===== src/rtl/spcm_params.svh =====
// Offsets, field positions, reset values and limits of the positioning setup block.
// Assumes a byte-addressed 32-bit register port.
`ifndef SPCM_PARAMS_SVH
`define SPCM_PARAMS_SVH

`define SPCM_OFF_PPR 8'h00
`define SPCM_OFF_ACCEL 8'h04
`define SPCM_OFF_DECEL 8'h08
`define SPCM_OFF_DBAND 8'h0C
`define SPCM_OFF_FLAGS 8'h10
`define SPCM_OFF_POL 8'h14
`define SPCM_OFF_CHAT 8'h18
`define SPCM_OFF_STAB 8'h1C
`define SPCM_OFF_LEVEL 8'h20
`define SPCM_OFF_MON 8'h24

`define SPCM_PPR_MAX 32'h004FFFFF
`define SPCM_PPR_ZERO 23'h500000
`define SPCM_PPR_RST 23'h280000
`define SPCM_PROF_MIN 32'h00000001
`define SPCM_PROF_MAX 32'h00000005
`define SPCM_ACCEL_RST 3'h1
`define SPCM_DECEL_RST 3'h0
`define SPCM_DBAND_MAX 32'h00000FFF
`define SPCM_DBAND_RST 12'h000
`define SPCM_FLAGS_MAX 32'h00000007
`define SPCM_FLAGS_RST 3'h0
`define SPCM_POL_MAX 32'h00000007
`define SPCM_LEVEL_MAX 32'h00000003
`define SPCM_BYTE_MAX 32'h000000FF
`define SPCM_CHAT_RST 8'h04
`define SPCM_STAB_RST 8'h04

`define SPCM_FLAG_INV 0
`define SPCM_FLAG_NOTICE 1
`define SPCM_FLAG_PHASE 2
`define SPCM_MON_BUSY 3
`define SPCM_MON_RDY 4

`define SPCM_NOTICE_CHAR 8'h21

`endif


===== src/rtl/spcm_pkg.sv =====
// Types of the positioning setup block.
// Assumes spcm_params.svh for all numeric constants.
package spcm_pkg;

    typedef enum logic [1:0] {
        NOTE_IDLE,
        NOTE_PEND,
        NOTE_SEND
    } spcm_note_state_t;

endpackage : spcm_pkg


===== src/rtl/spcm_core.sv =====
// Servo positioning settings, control monitors and serial ready notice.
// Assumes one 100 MHz clock, synchronous inputs and a one-cycle strobe master.
//
// What this block does
// Pulse-train resolution is 0 to 5242879, zero meaning 5242880, reset 2621440.
// Acceleration curve code is 1 to 5 for internal moves, reset 1.
// Deceleration curve code is 1 to 5, and 0 (reset) follows the acceleration code.
// Velocity command is forced to zero while twice the error magnitude is within the band.
// Scale counts up on clockwise steps when not inverted, counterclockwise when inverted.
// Inversion leaves travel limits and feedback phase untouched.
// With the notice enabled an exclamation mark is sent after a move completes.
// The notice waits while the terminal is partway through an entry.
// Input monitors show inputs after polarity and chatter filter.
// Output monitors show internal state before stability timer and output level.
// Alarm clear monitor reads 1 when the input is active.
// Busy monitor reads 1 while an operation runs.
// Feedback phase order 0 has phase A leading clockwise, 1 phase B.
// Jog direction monitor reads 0 for plus and 1 for minus.
// Driver ready monitor reads 1 in normal operation, 0 with an alarm.
// Emergency stop monitor reads 1 when a stop is asserted.
// A write outside the legal range leaves the stored setting unchanged.
`timescale 1ns/1ps
`include "spcm_params.svh"

module spcm_core #(
    parameter int ERR_W = 24,
    parameter int CNT_W = 8
) (
    input wire logic clk_sys_i,
    input wire logic sys_rst_i,
    input wire logic [7:0] addr_i,
    input wire logic [31:0] wdata_i,
    input wire logic wr_i,
    input wire logic rd_i,
    output logic [31:0] rdata_o,
    input wire logic alarm_clear_in,
    input wire logic jog_dir_in,
    input wire logic emergency_stop_in,
    input wire logic busy_int_i,
    input wire logic ready_int_i,
    output logic busy_o,
    output logic driver_ready_out,
    input wire logic signed [ERR_W-1:0] pos_err_i,
    input wire logic signed [ERR_W-1:0] vel_cmd_i,
    output logic signed [ERR_W-1:0] vel_cmd_o,
    output logic [22:0] pulses_per_rev_o,
    output logic [2:0] accel_profile_o,
    output logic [2:0] decel_profile_o,
    input wire logic cw_step_i,
    input wire logic ccw_step_i,
    input wire logic limit_cw_i,
    input wire logic limit_ccw_i,
    output logic limit_cw_o,
    output logic limit_ccw_o,
    output logic [31:0] pos_scale_o,
    output logic fb_a_o,
    output logic fb_b_o,
    input wire logic op_done_i,
    input wire logic entry_busy_i,
    input wire logic tx_ready_i,
    output logic tx_valid_o,
    output logic [7:0] tx_data_o
);

    function automatic logic fits(input logic [31:0] v, input logic [31:0] lo,
                                  input logic [31:0] hi);
        fits = (v >= lo) && (v <= hi);
    endfunction : fits

    // ****************************************
    // Settings registers
    // ****************************************
    logic [22:0] ppr_reg, ppr_next;
    logic [2:0] accel_reg, accel_next;
    logic [2:0] decel_reg, decel_next;
    logic [11:0] dband_reg, dband_next;
    logic [2:0] flags_reg, flags_next;
    logic [2:0] pol_reg, pol_next;
    logic [CNT_W-1:0] chat_reg, chat_next;
    logic [CNT_W-1:0] stab_reg, stab_next;
    logic [1:0] level_reg, level_next;
    logic [31:0] rdata_reg, rdata_next;
    logic [4:0] mon_reg, mon_next;
    logic [2:0] in_filt;
    logic [1:0] out_held;

    always_comb
    begin
        ppr_next = ppr_reg;
        accel_next = accel_reg;
        decel_next = decel_reg;
        dband_next = dband_reg;
        flags_next = flags_reg;
        pol_next = pol_reg;
        chat_next = chat_reg;
        stab_next = stab_reg;
        level_next = level_reg;
        if (wr_i)
        begin
            if (addr_i == `SPCM_OFF_PPR && fits(wdata_i, 32'h0, `SPCM_PPR_MAX))
                ppr_next = wdata_i[22:0];
            else if (addr_i == `SPCM_OFF_ACCEL
                     && fits(wdata_i, `SPCM_PROF_MIN, `SPCM_PROF_MAX))
                accel_next = wdata_i[2:0];
            else if (addr_i == `SPCM_OFF_DECEL
                     && fits(wdata_i, 32'h0, `SPCM_PROF_MAX))
                decel_next = wdata_i[2:0];
            else if (addr_i == `SPCM_OFF_DBAND
                     && fits(wdata_i, 32'h0, `SPCM_DBAND_MAX))
                dband_next = wdata_i[11:0];
            else if (addr_i == `SPCM_OFF_FLAGS
                     && fits(wdata_i, 32'h0, `SPCM_FLAGS_MAX))
                flags_next = wdata_i[2:0];
            else if (addr_i == `SPCM_OFF_POL && fits(wdata_i, 32'h0, `SPCM_POL_MAX))
                pol_next = wdata_i[2:0];
            else if (addr_i == `SPCM_OFF_CHAT && fits(wdata_i, 32'h0, `SPCM_BYTE_MAX))
                chat_next = wdata_i[CNT_W-1:0];
            else if (addr_i == `SPCM_OFF_STAB && fits(wdata_i, 32'h0, `SPCM_BYTE_MAX))
                stab_next = wdata_i[CNT_W-1:0];
            else if (addr_i == `SPCM_OFF_LEVEL
                     && fits(wdata_i, 32'h0, `SPCM_LEVEL_MAX))
                level_next = wdata_i[1:0];
        end
        rdata_next = 32'h0;
        if (rd_i)
        begin
            if (addr_i == `SPCM_OFF_PPR)
                rdata_next = {9'h0, ppr_reg};
            else if (addr_i == `SPCM_OFF_ACCEL)
                rdata_next = {29'h0, accel_reg};
            else if (addr_i == `SPCM_OFF_DECEL)
                rdata_next = {29'h0, decel_reg};
            else if (addr_i == `SPCM_OFF_DBAND)
                rdata_next = {20'h0, dband_reg};
            else if (addr_i == `SPCM_OFF_FLAGS)
                rdata_next = {29'h0, flags_reg};
            else if (addr_i == `SPCM_OFF_POL)
                rdata_next = {29'h0, pol_reg};
            else if (addr_i == `SPCM_OFF_CHAT)
                rdata_next = {{(32-CNT_W){1'b0}}, chat_reg};
            else if (addr_i == `SPCM_OFF_STAB)
                rdata_next = {{(32-CNT_W){1'b0}}, stab_reg};
            else if (addr_i == `SPCM_OFF_LEVEL)
                rdata_next = {30'h0, level_reg};
            else if (addr_i == `SPCM_OFF_MON)
                rdata_next = {27'h0, mon_reg};
        end
        // Filtered inputs and raw internal outputs
        mon_next = {ready_int_i, busy_int_i, in_filt};
    end

    always_ff @(posedge clk_sys_i)
    begin
        if (sys_rst_i)
        begin
            ppr_reg <= `SPCM_PPR_RST;
            accel_reg <= `SPCM_ACCEL_RST;
            decel_reg <= `SPCM_DECEL_RST;
            dband_reg <= `SPCM_DBAND_RST;
            flags_reg <= `SPCM_FLAGS_RST;
            pol_reg <= 3'h0;
            chat_reg <= `SPCM_CHAT_RST;
            stab_reg <= `SPCM_STAB_RST;
            level_reg <= 2'h0;
            rdata_reg <= 32'h0;
            mon_reg <= 5'h0;
        end
        else
        begin
            ppr_reg <= ppr_next;
            accel_reg <= accel_next;
            decel_reg <= decel_next;
            dband_reg <= dband_next;
            flags_reg <= flags_next;
            pol_reg <= pol_next;
            chat_reg <= chat_next;
            stab_reg <= stab_next;
            level_reg <= level_next;
            rdata_reg <= rdata_next;
            mon_reg <= mon_next;
        end
    end

    assign rdata_o = rdata_reg;

    // ****************************************
    // Input polarity and chatter filter
    // ****************************************
    logic [2:0] in_raw;
    assign in_raw = {emergency_stop_in, jog_dir_in, alarm_clear_in};

    genvar gi;
    generate
        for (gi = 0; gi < 3; gi++)
        begin : g_in
            logic filt_reg, filt_next;
            logic [CNT_W-1:0] cnt_reg, cnt_next;
            always_comb
            begin
                filt_next = filt_reg;
                cnt_next = '0;
                if ((in_raw[gi] ^ pol_reg[gi]) != filt_reg)
                begin
                    cnt_next = cnt_reg + 1'b1;
                    if (cnt_reg >= chat_reg)
                    begin
                        filt_next = ~filt_reg;
                        cnt_next = '0;
                    end
                end
            end
            always_ff @(posedge clk_sys_i)
            begin
                if (sys_rst_i)
                begin
                    filt_reg <= 1'b0;
                    cnt_reg <= '0;
                end
                else
                begin
                    filt_reg <= filt_next;
                    cnt_reg <= cnt_next;
                end
            end
            assign in_filt[gi] = filt_reg;
        end

        // ****************************************
        // Output stability timer and logic level
        // ****************************************
        for (gi = 0; gi < 2; gi++)
        begin : g_out
            logic held_reg, held_next;
            logic [CNT_W-1:0] cnt_reg, cnt_next;
            logic src;
            assign src = (gi == 0) ? busy_int_i : ready_int_i;
            always_comb
            begin
                held_next = held_reg;
                cnt_next = '0;
                if (src != held_reg)
                begin
                    cnt_next = cnt_reg + 1'b1;
                    if (cnt_reg >= stab_reg)
                    begin
                        held_next = src;
                        cnt_next = '0;
                    end
                end
            end
            always_ff @(posedge clk_sys_i)
            begin
                if (sys_rst_i)
                begin
                    held_reg <= 1'b0;
                    cnt_reg <= '0;
                end
                else
                begin
                    held_reg <= held_next;
                    cnt_reg <= cnt_next;
                end
            end
            assign out_held[gi] = held_reg ^ level_reg[gi];
        end
    endgenerate

    assign busy_o = out_held[0];
    assign driver_ready_out = out_held[1];

    // ****************************************
    // Motion setting outputs
    // ****************************************
    logic [22:0] ppr_eff_reg, ppr_eff_next;
    logic [2:0] acc_o_reg, acc_o_next, dec_o_reg, dec_o_next;
    logic signed [ERR_W-1:0] vel_reg, vel_next;
    logic [31:0] scale_reg, scale_next;
    logic [1:0] quad_reg, quad_next;
    logic [ERR_W-1:0] err_mag;
    logic lim_cw_reg, lim_ccw_reg;

    always_comb
    begin
        ppr_eff_next = (ppr_reg == 23'h0) ? `SPCM_PPR_ZERO : ppr_reg;
        acc_o_next = accel_reg;
        dec_o_next = (decel_reg == 3'h0) ? accel_reg : decel_reg;
        err_mag = pos_err_i[ERR_W-1] ? ERR_W'(-pos_err_i) : ERR_W'(pos_err_i);
        if ({1'b0, err_mag, 1'b0} <= {{(ERR_W-10){1'b0}}, dband_reg})
            vel_next = '0;
        else
            vel_next = vel_cmd_i;
        scale_next = scale_reg;
        if (cw_step_i && !ccw_step_i)
            scale_next = flags_reg[`SPCM_FLAG_INV] ? scale_reg - 1'b1 : scale_reg + 1'b1;
        else if (ccw_step_i && !cw_step_i)
            scale_next = flags_reg[`SPCM_FLAG_INV] ? scale_reg + 1'b1 : scale_reg - 1'b1;
        // Feedback sequence ignores inversion
        quad_next = quad_reg;
        if (cw_step_i && !ccw_step_i)
            quad_next = quad_reg + 2'h1;
        else if (ccw_step_i && !cw_step_i)
            quad_next = quad_reg - 2'h1;
    end

    always_ff @(posedge clk_sys_i)
    begin
        if (sys_rst_i)
        begin
            ppr_eff_reg <= `SPCM_PPR_RST;
            acc_o_reg <= `SPCM_ACCEL_RST;
            dec_o_reg <= `SPCM_ACCEL_RST;
            vel_reg <= '0;
            scale_reg <= 32'h0;
            quad_reg <= 2'h0;
            lim_cw_reg <= 1'b0;
            lim_ccw_reg <= 1'b0;
        end
        else
        begin
            ppr_eff_reg <= ppr_eff_next;
            acc_o_reg <= acc_o_next;
            dec_o_reg <= dec_o_next;
            vel_reg <= vel_next;
            scale_reg <= scale_next;
            quad_reg <= quad_next;
            lim_cw_reg <= limit_cw_i;
            lim_ccw_reg <= limit_ccw_i;
        end
    end

    // Gray step: A = bit1 ^ bit0, B = bit1, so A leads on count up
    logic qa, qb;
    assign qa = quad_reg[1] ^ quad_reg[0];
    assign qb = quad_reg[1];
    assign fb_a_o = flags_reg[`SPCM_FLAG_PHASE] ? qb : qa;
    assign fb_b_o = flags_reg[`SPCM_FLAG_PHASE] ? qa : qb;
    assign pulses_per_rev_o = ppr_eff_reg;
    assign accel_profile_o = acc_o_reg;
    assign decel_profile_o = dec_o_reg;
    assign vel_cmd_o = vel_reg;
    assign pos_scale_o = scale_reg;
    assign limit_cw_o = lim_cw_reg;
    assign limit_ccw_o = lim_ccw_reg;

    // ****************************************
    // Ready notice
    // ****************************************
    spcm_pkg::spcm_note_state_t note_reg, note_next;

    always_comb
    begin
        note_next = note_reg;
        case (note_reg)
            spcm_pkg::NOTE_IDLE:
                if (op_done_i && flags_reg[`SPCM_FLAG_NOTICE])
                    note_next = spcm_pkg::NOTE_PEND;
            spcm_pkg::NOTE_PEND:
                if (!entry_busy_i)
                    note_next = spcm_pkg::NOTE_SEND;
            spcm_pkg::NOTE_SEND:
                if (tx_ready_i)
                    note_next = spcm_pkg::NOTE_IDLE;
            default:
                note_next = spcm_pkg::NOTE_IDLE;
        endcase
    end

    always_ff @(posedge clk_sys_i)
    begin
        if (sys_rst_i)
            note_reg <= spcm_pkg::NOTE_IDLE;
        else
            note_reg <= note_next;
    end

    assign tx_valid_o = (note_reg == spcm_pkg::NOTE_SEND);
    assign tx_data_o = `SPCM_NOTICE_CHAR;
endmodule : spcm_core


===== config.mk =====
export PLATFORM = sky130hd
export DESIGN_NAME = spcm_core
export DESIGN_NICKNAME = d
export VERILOG_FILES = /design/src/rtl/spcm_pkg.sv /design/src/rtl/spcm_core.sv
export VERILOG_INCLUDE_DIRS = /design/src /design/src/rtl
export SDC_FILE = /design/constraint.sdc
export NUM_CORES = 1
export LEC_CHECK = 0
export BUFFER_PORTS_ARGS = -buffer_cell sky130_fd_sc_hd__buf_2
export CAP_MARGIN = 20
export CORE_MARGIN = 5
export CORE_UTILIZATION = 59
export DETAILED_ROUTE_END_ITERATION = 16
export PLACE_DENSITY_LB_ADDON = 0.08
export SLEW_MARGIN = 20
export SYNTH_ARGS = -nofsm -noshare
export SYNTH_HDL_FRONTEND = slang
export SYNTH_SLANG_ARGS = --single-unit

===== constraint.sdc =====
create_clock -name clk_sys_i -period 10.4 [get_ports clk_sys_i]
set_input_delay 2.6 -clock clk_sys_i [delete_from_list [all_inputs] [get_ports clk_sys_i]]
set_output_delay 2.6 -clock clk_sys_i [all_outputs]
set_load 0.02 [all_outputs]

# After elaboration in Yosys (flattened, before gate mapping)
# Cells that the tools add are included.
# word_totals
register_bits	238
output_inout_bits	132
# op_classes
n_addsub	10
n_lt_le_gt_ge	14
eq_ne	19
mux	25
n_bitwise	23
reduce_logical	50
# op_table
operator	n
$mux W32	4
$ge A32 B1 Y1 const B	2
$le A32 B3 Y1 const B	2
$mux W23	2
$add A8 B1 Y8 const B	5
$ge A8 B8 Y1	5
$mux W12	3
$add A32 B1 Y32 const B	1
$eq A8 B5 Y1 const B	4
$le A32 B12 Y1 const B	1
$le A32 B2 Y1 const B	1
$le A32 B23 Y1 const B	1
$le A32 B8 Y1 const B	1
$mux W8	4
$sub A32 B1 Y32 const B	1
$le A25 B12 Y1	1
$mux W24	1
$neg A24 Y24	1
$logic_not A23 Y1	1
$logic_and A1 B1 Y1	19
$not A1 Y1	17
$eq A8 B4 Y1 const B	2
$eq A8 B6 Y1 const B	2
$reduce_or A3 Y1	5
29 further kinds	55

# Depth between registers and ports, before layout
# logic_depth
depth_word	11
ltp_mapped	15
mapped_depth_nobuf	14

# Worst setup path after synthesis
# Ideal clock, no wire load.
# synth_timing
kind	in2reg
startpoint	in pos_err_i[1]
endpoint	reg vel_reg[10] (netlist: vel_cmd_o[10])
setup_time_ps	115
arrival_ps	5435
t_required_ps	10285
slack_ps	4850
cell_stages	15
path_buffers	1
cell_sequence	inv_1 -> ha_1 -> or3b_2 -> or3_1 -> nand2_1 -> xnor2_1 -> ha_1 -> nand3_1 -> nor4_1 -> a21o_1 -> a31oi_1 -> a2111oi_0 -> a31oi_2 -> buf_6 -> and2_1
# synth_between
elab_chain_len	4
# synth_lines
element	line_no	source
start, declared	spcm_core.sv:43	input wire logic signed [ERR_W-1:0] pos_err_i,
$neg A24 Y24	spcm_core.sv:287	err_mag = pos_err_i[ERR_W-1] ? ERR_W'(-pos_err_i) : ERR_W'(pos_err_i);
$mux W24 *	spcm_core.sv:287	
$le A25 B12 Y1 *	spcm_core.sv:288	if ({1'b0, err_mag, 1'b0} <= {{(ERR_W-10){1'b0}}, dband_reg})
$reduce_or A2 Y1 (no line) *	-	
end signal, assigned	spcm_core.sv:323	vel_reg <= vel_next;
end, declared	spcm_core.sv:276	logic signed [ERR_W-1:0] vel_reg, vel_next;
# Mark *: on every way between the ends. The rest lies on a longest branch, timed or not.
# A chain may end at the register's enable or synchronous reset.

# Worst setup path in the final report
# layout_timing
startpoint	in pos_err_i[1]
endpoint	reg vel_reg[19] (netlist: vel_cmd_o[19])
# Same word-level chain as after synthesis.

==> results.toml <==
[synth]
synth_edf_count = 0
synth_warnings = 0
synth-seq-area-share_pct = 42.0
syn_area_per_cell_um2 = 8.90
synthCells = 1226
synth-main-ff-cell = "dfxtp_1"
async_flop_share_pct = 0
ys_seq_elements = 229
ys_types = 71
synth_area_mm2 = 0.0109

[cells_and_area]
fin_cells = 1677
register_area_mm2 = 0.00458
nets = 1594
multi_input_area_mm2 = 0.00590
design_area_mm2 = 0.0129
nFillCells = 1495
drive_gt1_share_pct = 19.2
largest_reg_flops = 32
syn_to_final_growth_pct = 17.9
utilization_pct = 71.2

[timing]
hold_violations = 0
rsz0062_at_grt = "false"
worst_slew_pin_slew_ns = 1.06
final-setup-viol-count = 0
setup_tns_ns = 0
period_share_pct = 55.2
fmax_mhz = 174
slew_headroom_pct = 28.4
fin_crit_ns = 5.74
drv_slew = 0
clock_skew_ns = 0.00850

[clock_tree]
clk_latency_ns = 0.51
path_clk_slew_ns = 0.06
htree_levels = 1
cts_tree = "built"
cts-root-buf = "clkbuf_16"
clk_path_buf_depth = 3
cts_made_buffers = 25
ctsResizeCount = 0
cts.sinks = 229
hold_buffers = 0
postCtsSetupBuffers = 0

[critical_path]
start_kind = "primary input"
worst-setup-path-type = "primary input to flip-flop"
endpoint_kind = "flip-flop"
critPathSlowestCell = "a2111oi_0"
cpPeakStageDelay_ns = 0.53
arrival_ns = 6.13
crit_chain = "buf_2, inv_1, ha_1, or3b_2, or3_1, nand2_1, xnor2_1, ha_1, nand3_1, nor4_1, a21o_1, a31oi_1, a2111oi_0, a31oi_2, and2_1"
crit_family = "simple AND/OR/NAND/NOR gates"
worst-path-buf-inv = 2
critical_path_required_ns = 10.79
critPathMostFrequentCell = "ha_1"
path_max_fanout = 24

[floorplanning]
ios = 236
initial_utilization_pct = 60.4
die_area_mm2 = 0.0213
fp-row-count = 49
fp.dieH_um = 146
core_mm2 = 0.0181
die_w_um = 146

[route]
firstDrtPassIters = 5
drt_iter0_markers = 536
drtAntennaViolNets = 0
drcViolationCount = 0
vias_per_cell = 5.62
drt-total-wl_mm = 28.7
vias = 9430
wl_per_cell_um = 17.1

[power]
peakVddDrop_mv = 0.147
power_density_mw_per_mm2 = 169
leakagePower_nw = 5.69

[global_routing]
grt_pass1_wl_mm = 46.8
grtUsageTotal_pct = 26.2
antenna_found_initial = 2
grt_pass1_vias = 9013
grt_max_degree = 52
grt_overflow_total = 0

[placed_design]
post_dp_cell_area_mm2 = 0.0121
dp_hpwl_mm = 21.7
place_congestion = 0.869
numPortBuffers = 218
placedCellCount = 1632

[flow_run]
max-cap-violations = 0

[hold_path]
min_path_type = "flip-flop to flip-flop"

[outcome]
status = "complete, no violations"
## layout make-up
class | count | area share (%)
clock buffer | 37 | 5.67
antenna | 1 | 0.0194
multi-input combinational | 903 | 45.8
timing repair buffer | 222 | 8.73
inverter | 49 | 1.43
clock inverter | 7 | 0.515
sequential | 229 | 35.6
tap | 229 | 2.23
## synthesized netlist by cell type (all sizes together) (4+ instances only)
| library cell | number | share of area (%) |
|---|---|---|
| dfxtp | 229 | 42 |
| nor2 | 195 | 6.7 |
| mux2i | 61 | 5.6 |
| ha | 60 | 6.9 |
| nand2 | 60 | 2.1 |
| xnor2 | 55 | 4.4 |
| and2 | 50 | 2.9 |
| a21oi | 49 | 2.2 |
| inv | 49 | 1.7 |
| nand3 | 39 | 1.8 |
| clkbuf | 35 | 1.2 |
| o21ai | 32 | 1.5 |
| xor2 | 28 | 2.2 |
| nor3 | 27 | 1.2 |
| buf | 25 | 1.6 |
| nor2b | 23 | 1.3 |
| nor4 | 21 | 1.4 |
| nand2b | 20 | 1.1 |
| a21o | 17 | 1.2 |
| or3 | 12 | 0.73 |
| and3 | 11 | 0.63 |
| or4 | 11 | 0.83 |
| nand4 | 9 | 0.52 |
| a22oi | 8 | 0.55 |
| o31ai | 8 | 0.60 |
| a2111oi | 7 | 0.57 |
| a211oi | 6 | 0.41 |
| a31oi | 6 | 0.40 |
| and4 | 6 | 0.48 |
| a222oi | 5 | 0.46 |
| nand3b | 5 | 0.34 |
| or2 | 5 | 0.29 |
| a32oi | 4 | 0.32 |
| nor3b | 4 | 0.28 |
| o21a | 4 | 0.28 |
## power breakdown
group / total, mW / internal (mW) / switching (mW)
clock network: 0.849 / 0.509 / 0.340
registers: 0.962 / 0.913 / 0.0489
logic: 0.368 / 0.144 / 0.224
total: 2.18 / 1.57 / 0.612
## metrics by stage
step           setup slack (ns)  hold WS [ns]  total power [mW]
2_1_floorplan              4.85         0.416              1.24
3_3_place_gp               4.26         0.430              1.34
3_5_place_dp               4.24         0.443              1.34
4_1_cts                    4.74         0.473              2.19
5_1_grt                    4.45         0.488              2.28
6_report                   4.66         0.471              2.18
## cells in the final DEF, fill, tap and decap left out, types with 7 or more instances in the layout
master,netlist,final
nand4_1,9,9
a21o_1,17,17
or3_1,11,11
xnor2_1,55,55
and3_1,11,11
o21ai_0,30,30
clkbuf_16,0,25
dfxtp_1,229,229
inv_1,49,49
o31ai_1,7,7
mux2i_1,61,61
nor3_1,27,27
nor2_1,195,195
and2_1,50,50
a21oi_1,49,49
ha_1,60,59
nor4_1,19,19
a22oi_1,8,8
nand2_1,60,60
conb_1,2,17
nand2b_1,20,20
nor2b_1,23,23
nand3_1,39,39
or4_1,9,9
buf_2,4,217
xor2_1,28,28
## worst register-to-register path, cell delays in order, from the launching register on
cell and delay (ns):
dfxtp_1 0.43, xor2_1 0.66, nand4_1 0.17, nor4_1 0.83
nand3_1 0.24, o21ai_0 0.33, xnor2_1 0.16, nor2_1 0.07
## path summary, 6_finish.rpt
kind                            from                 end  slack (ns)  cells after the start
setup / recovery        pos_err_i[1]       vel_cmd_o[19]        4.66                     15
hold / removal    g_in[0].cnt_reg[0]  g_in[0].cnt_reg[0]        0.47                      1
setup reg to reg        flags_reg[0]     pos_scale_o[29]        7.37                      7
hold reg to reg   g_in[0].cnt_reg[0]  g_in[0].cnt_reg[0]        0.47                      1
## per-layer routing
| metal | share of wire, % | up-vias | global-route usage, % | wire [um] |
|---|---|---|---|---|
| met5 | 0.045 | - | 0 | 13 |
| met3 | 6.7 | 61 | 4.74 | 1920 |
| met4 | 2.6 | 2 | 7.06 | 742 |
| met2 | 49 | 344 | 45.6 | 14000 |
| met1 | 42 | 4380 | 33.7 | 12100 |
| li1 | - | 4643 | - | - |
## kinds of logic (layout without fill, tap and decap cells)
family / after synthesis / after routing / synth area share (%)
AOI/OAI and AO/OA: 175 / 175 / 10.8
xor gates and xnor gates: 83 / 83 / 6.66
adders and majority gates: 60 / 60 / 6.88
buffers and inverters: 109 / 315 / 4.52
DFF: 229 / 229 / 42.0
muxes: 62 / 62 / 5.80
other: 2 / 18 / 0.0688
and+or+nand+nor: 506 / 506 / 23.3
No activity file was read; power rests on OpenSTA's default activity.
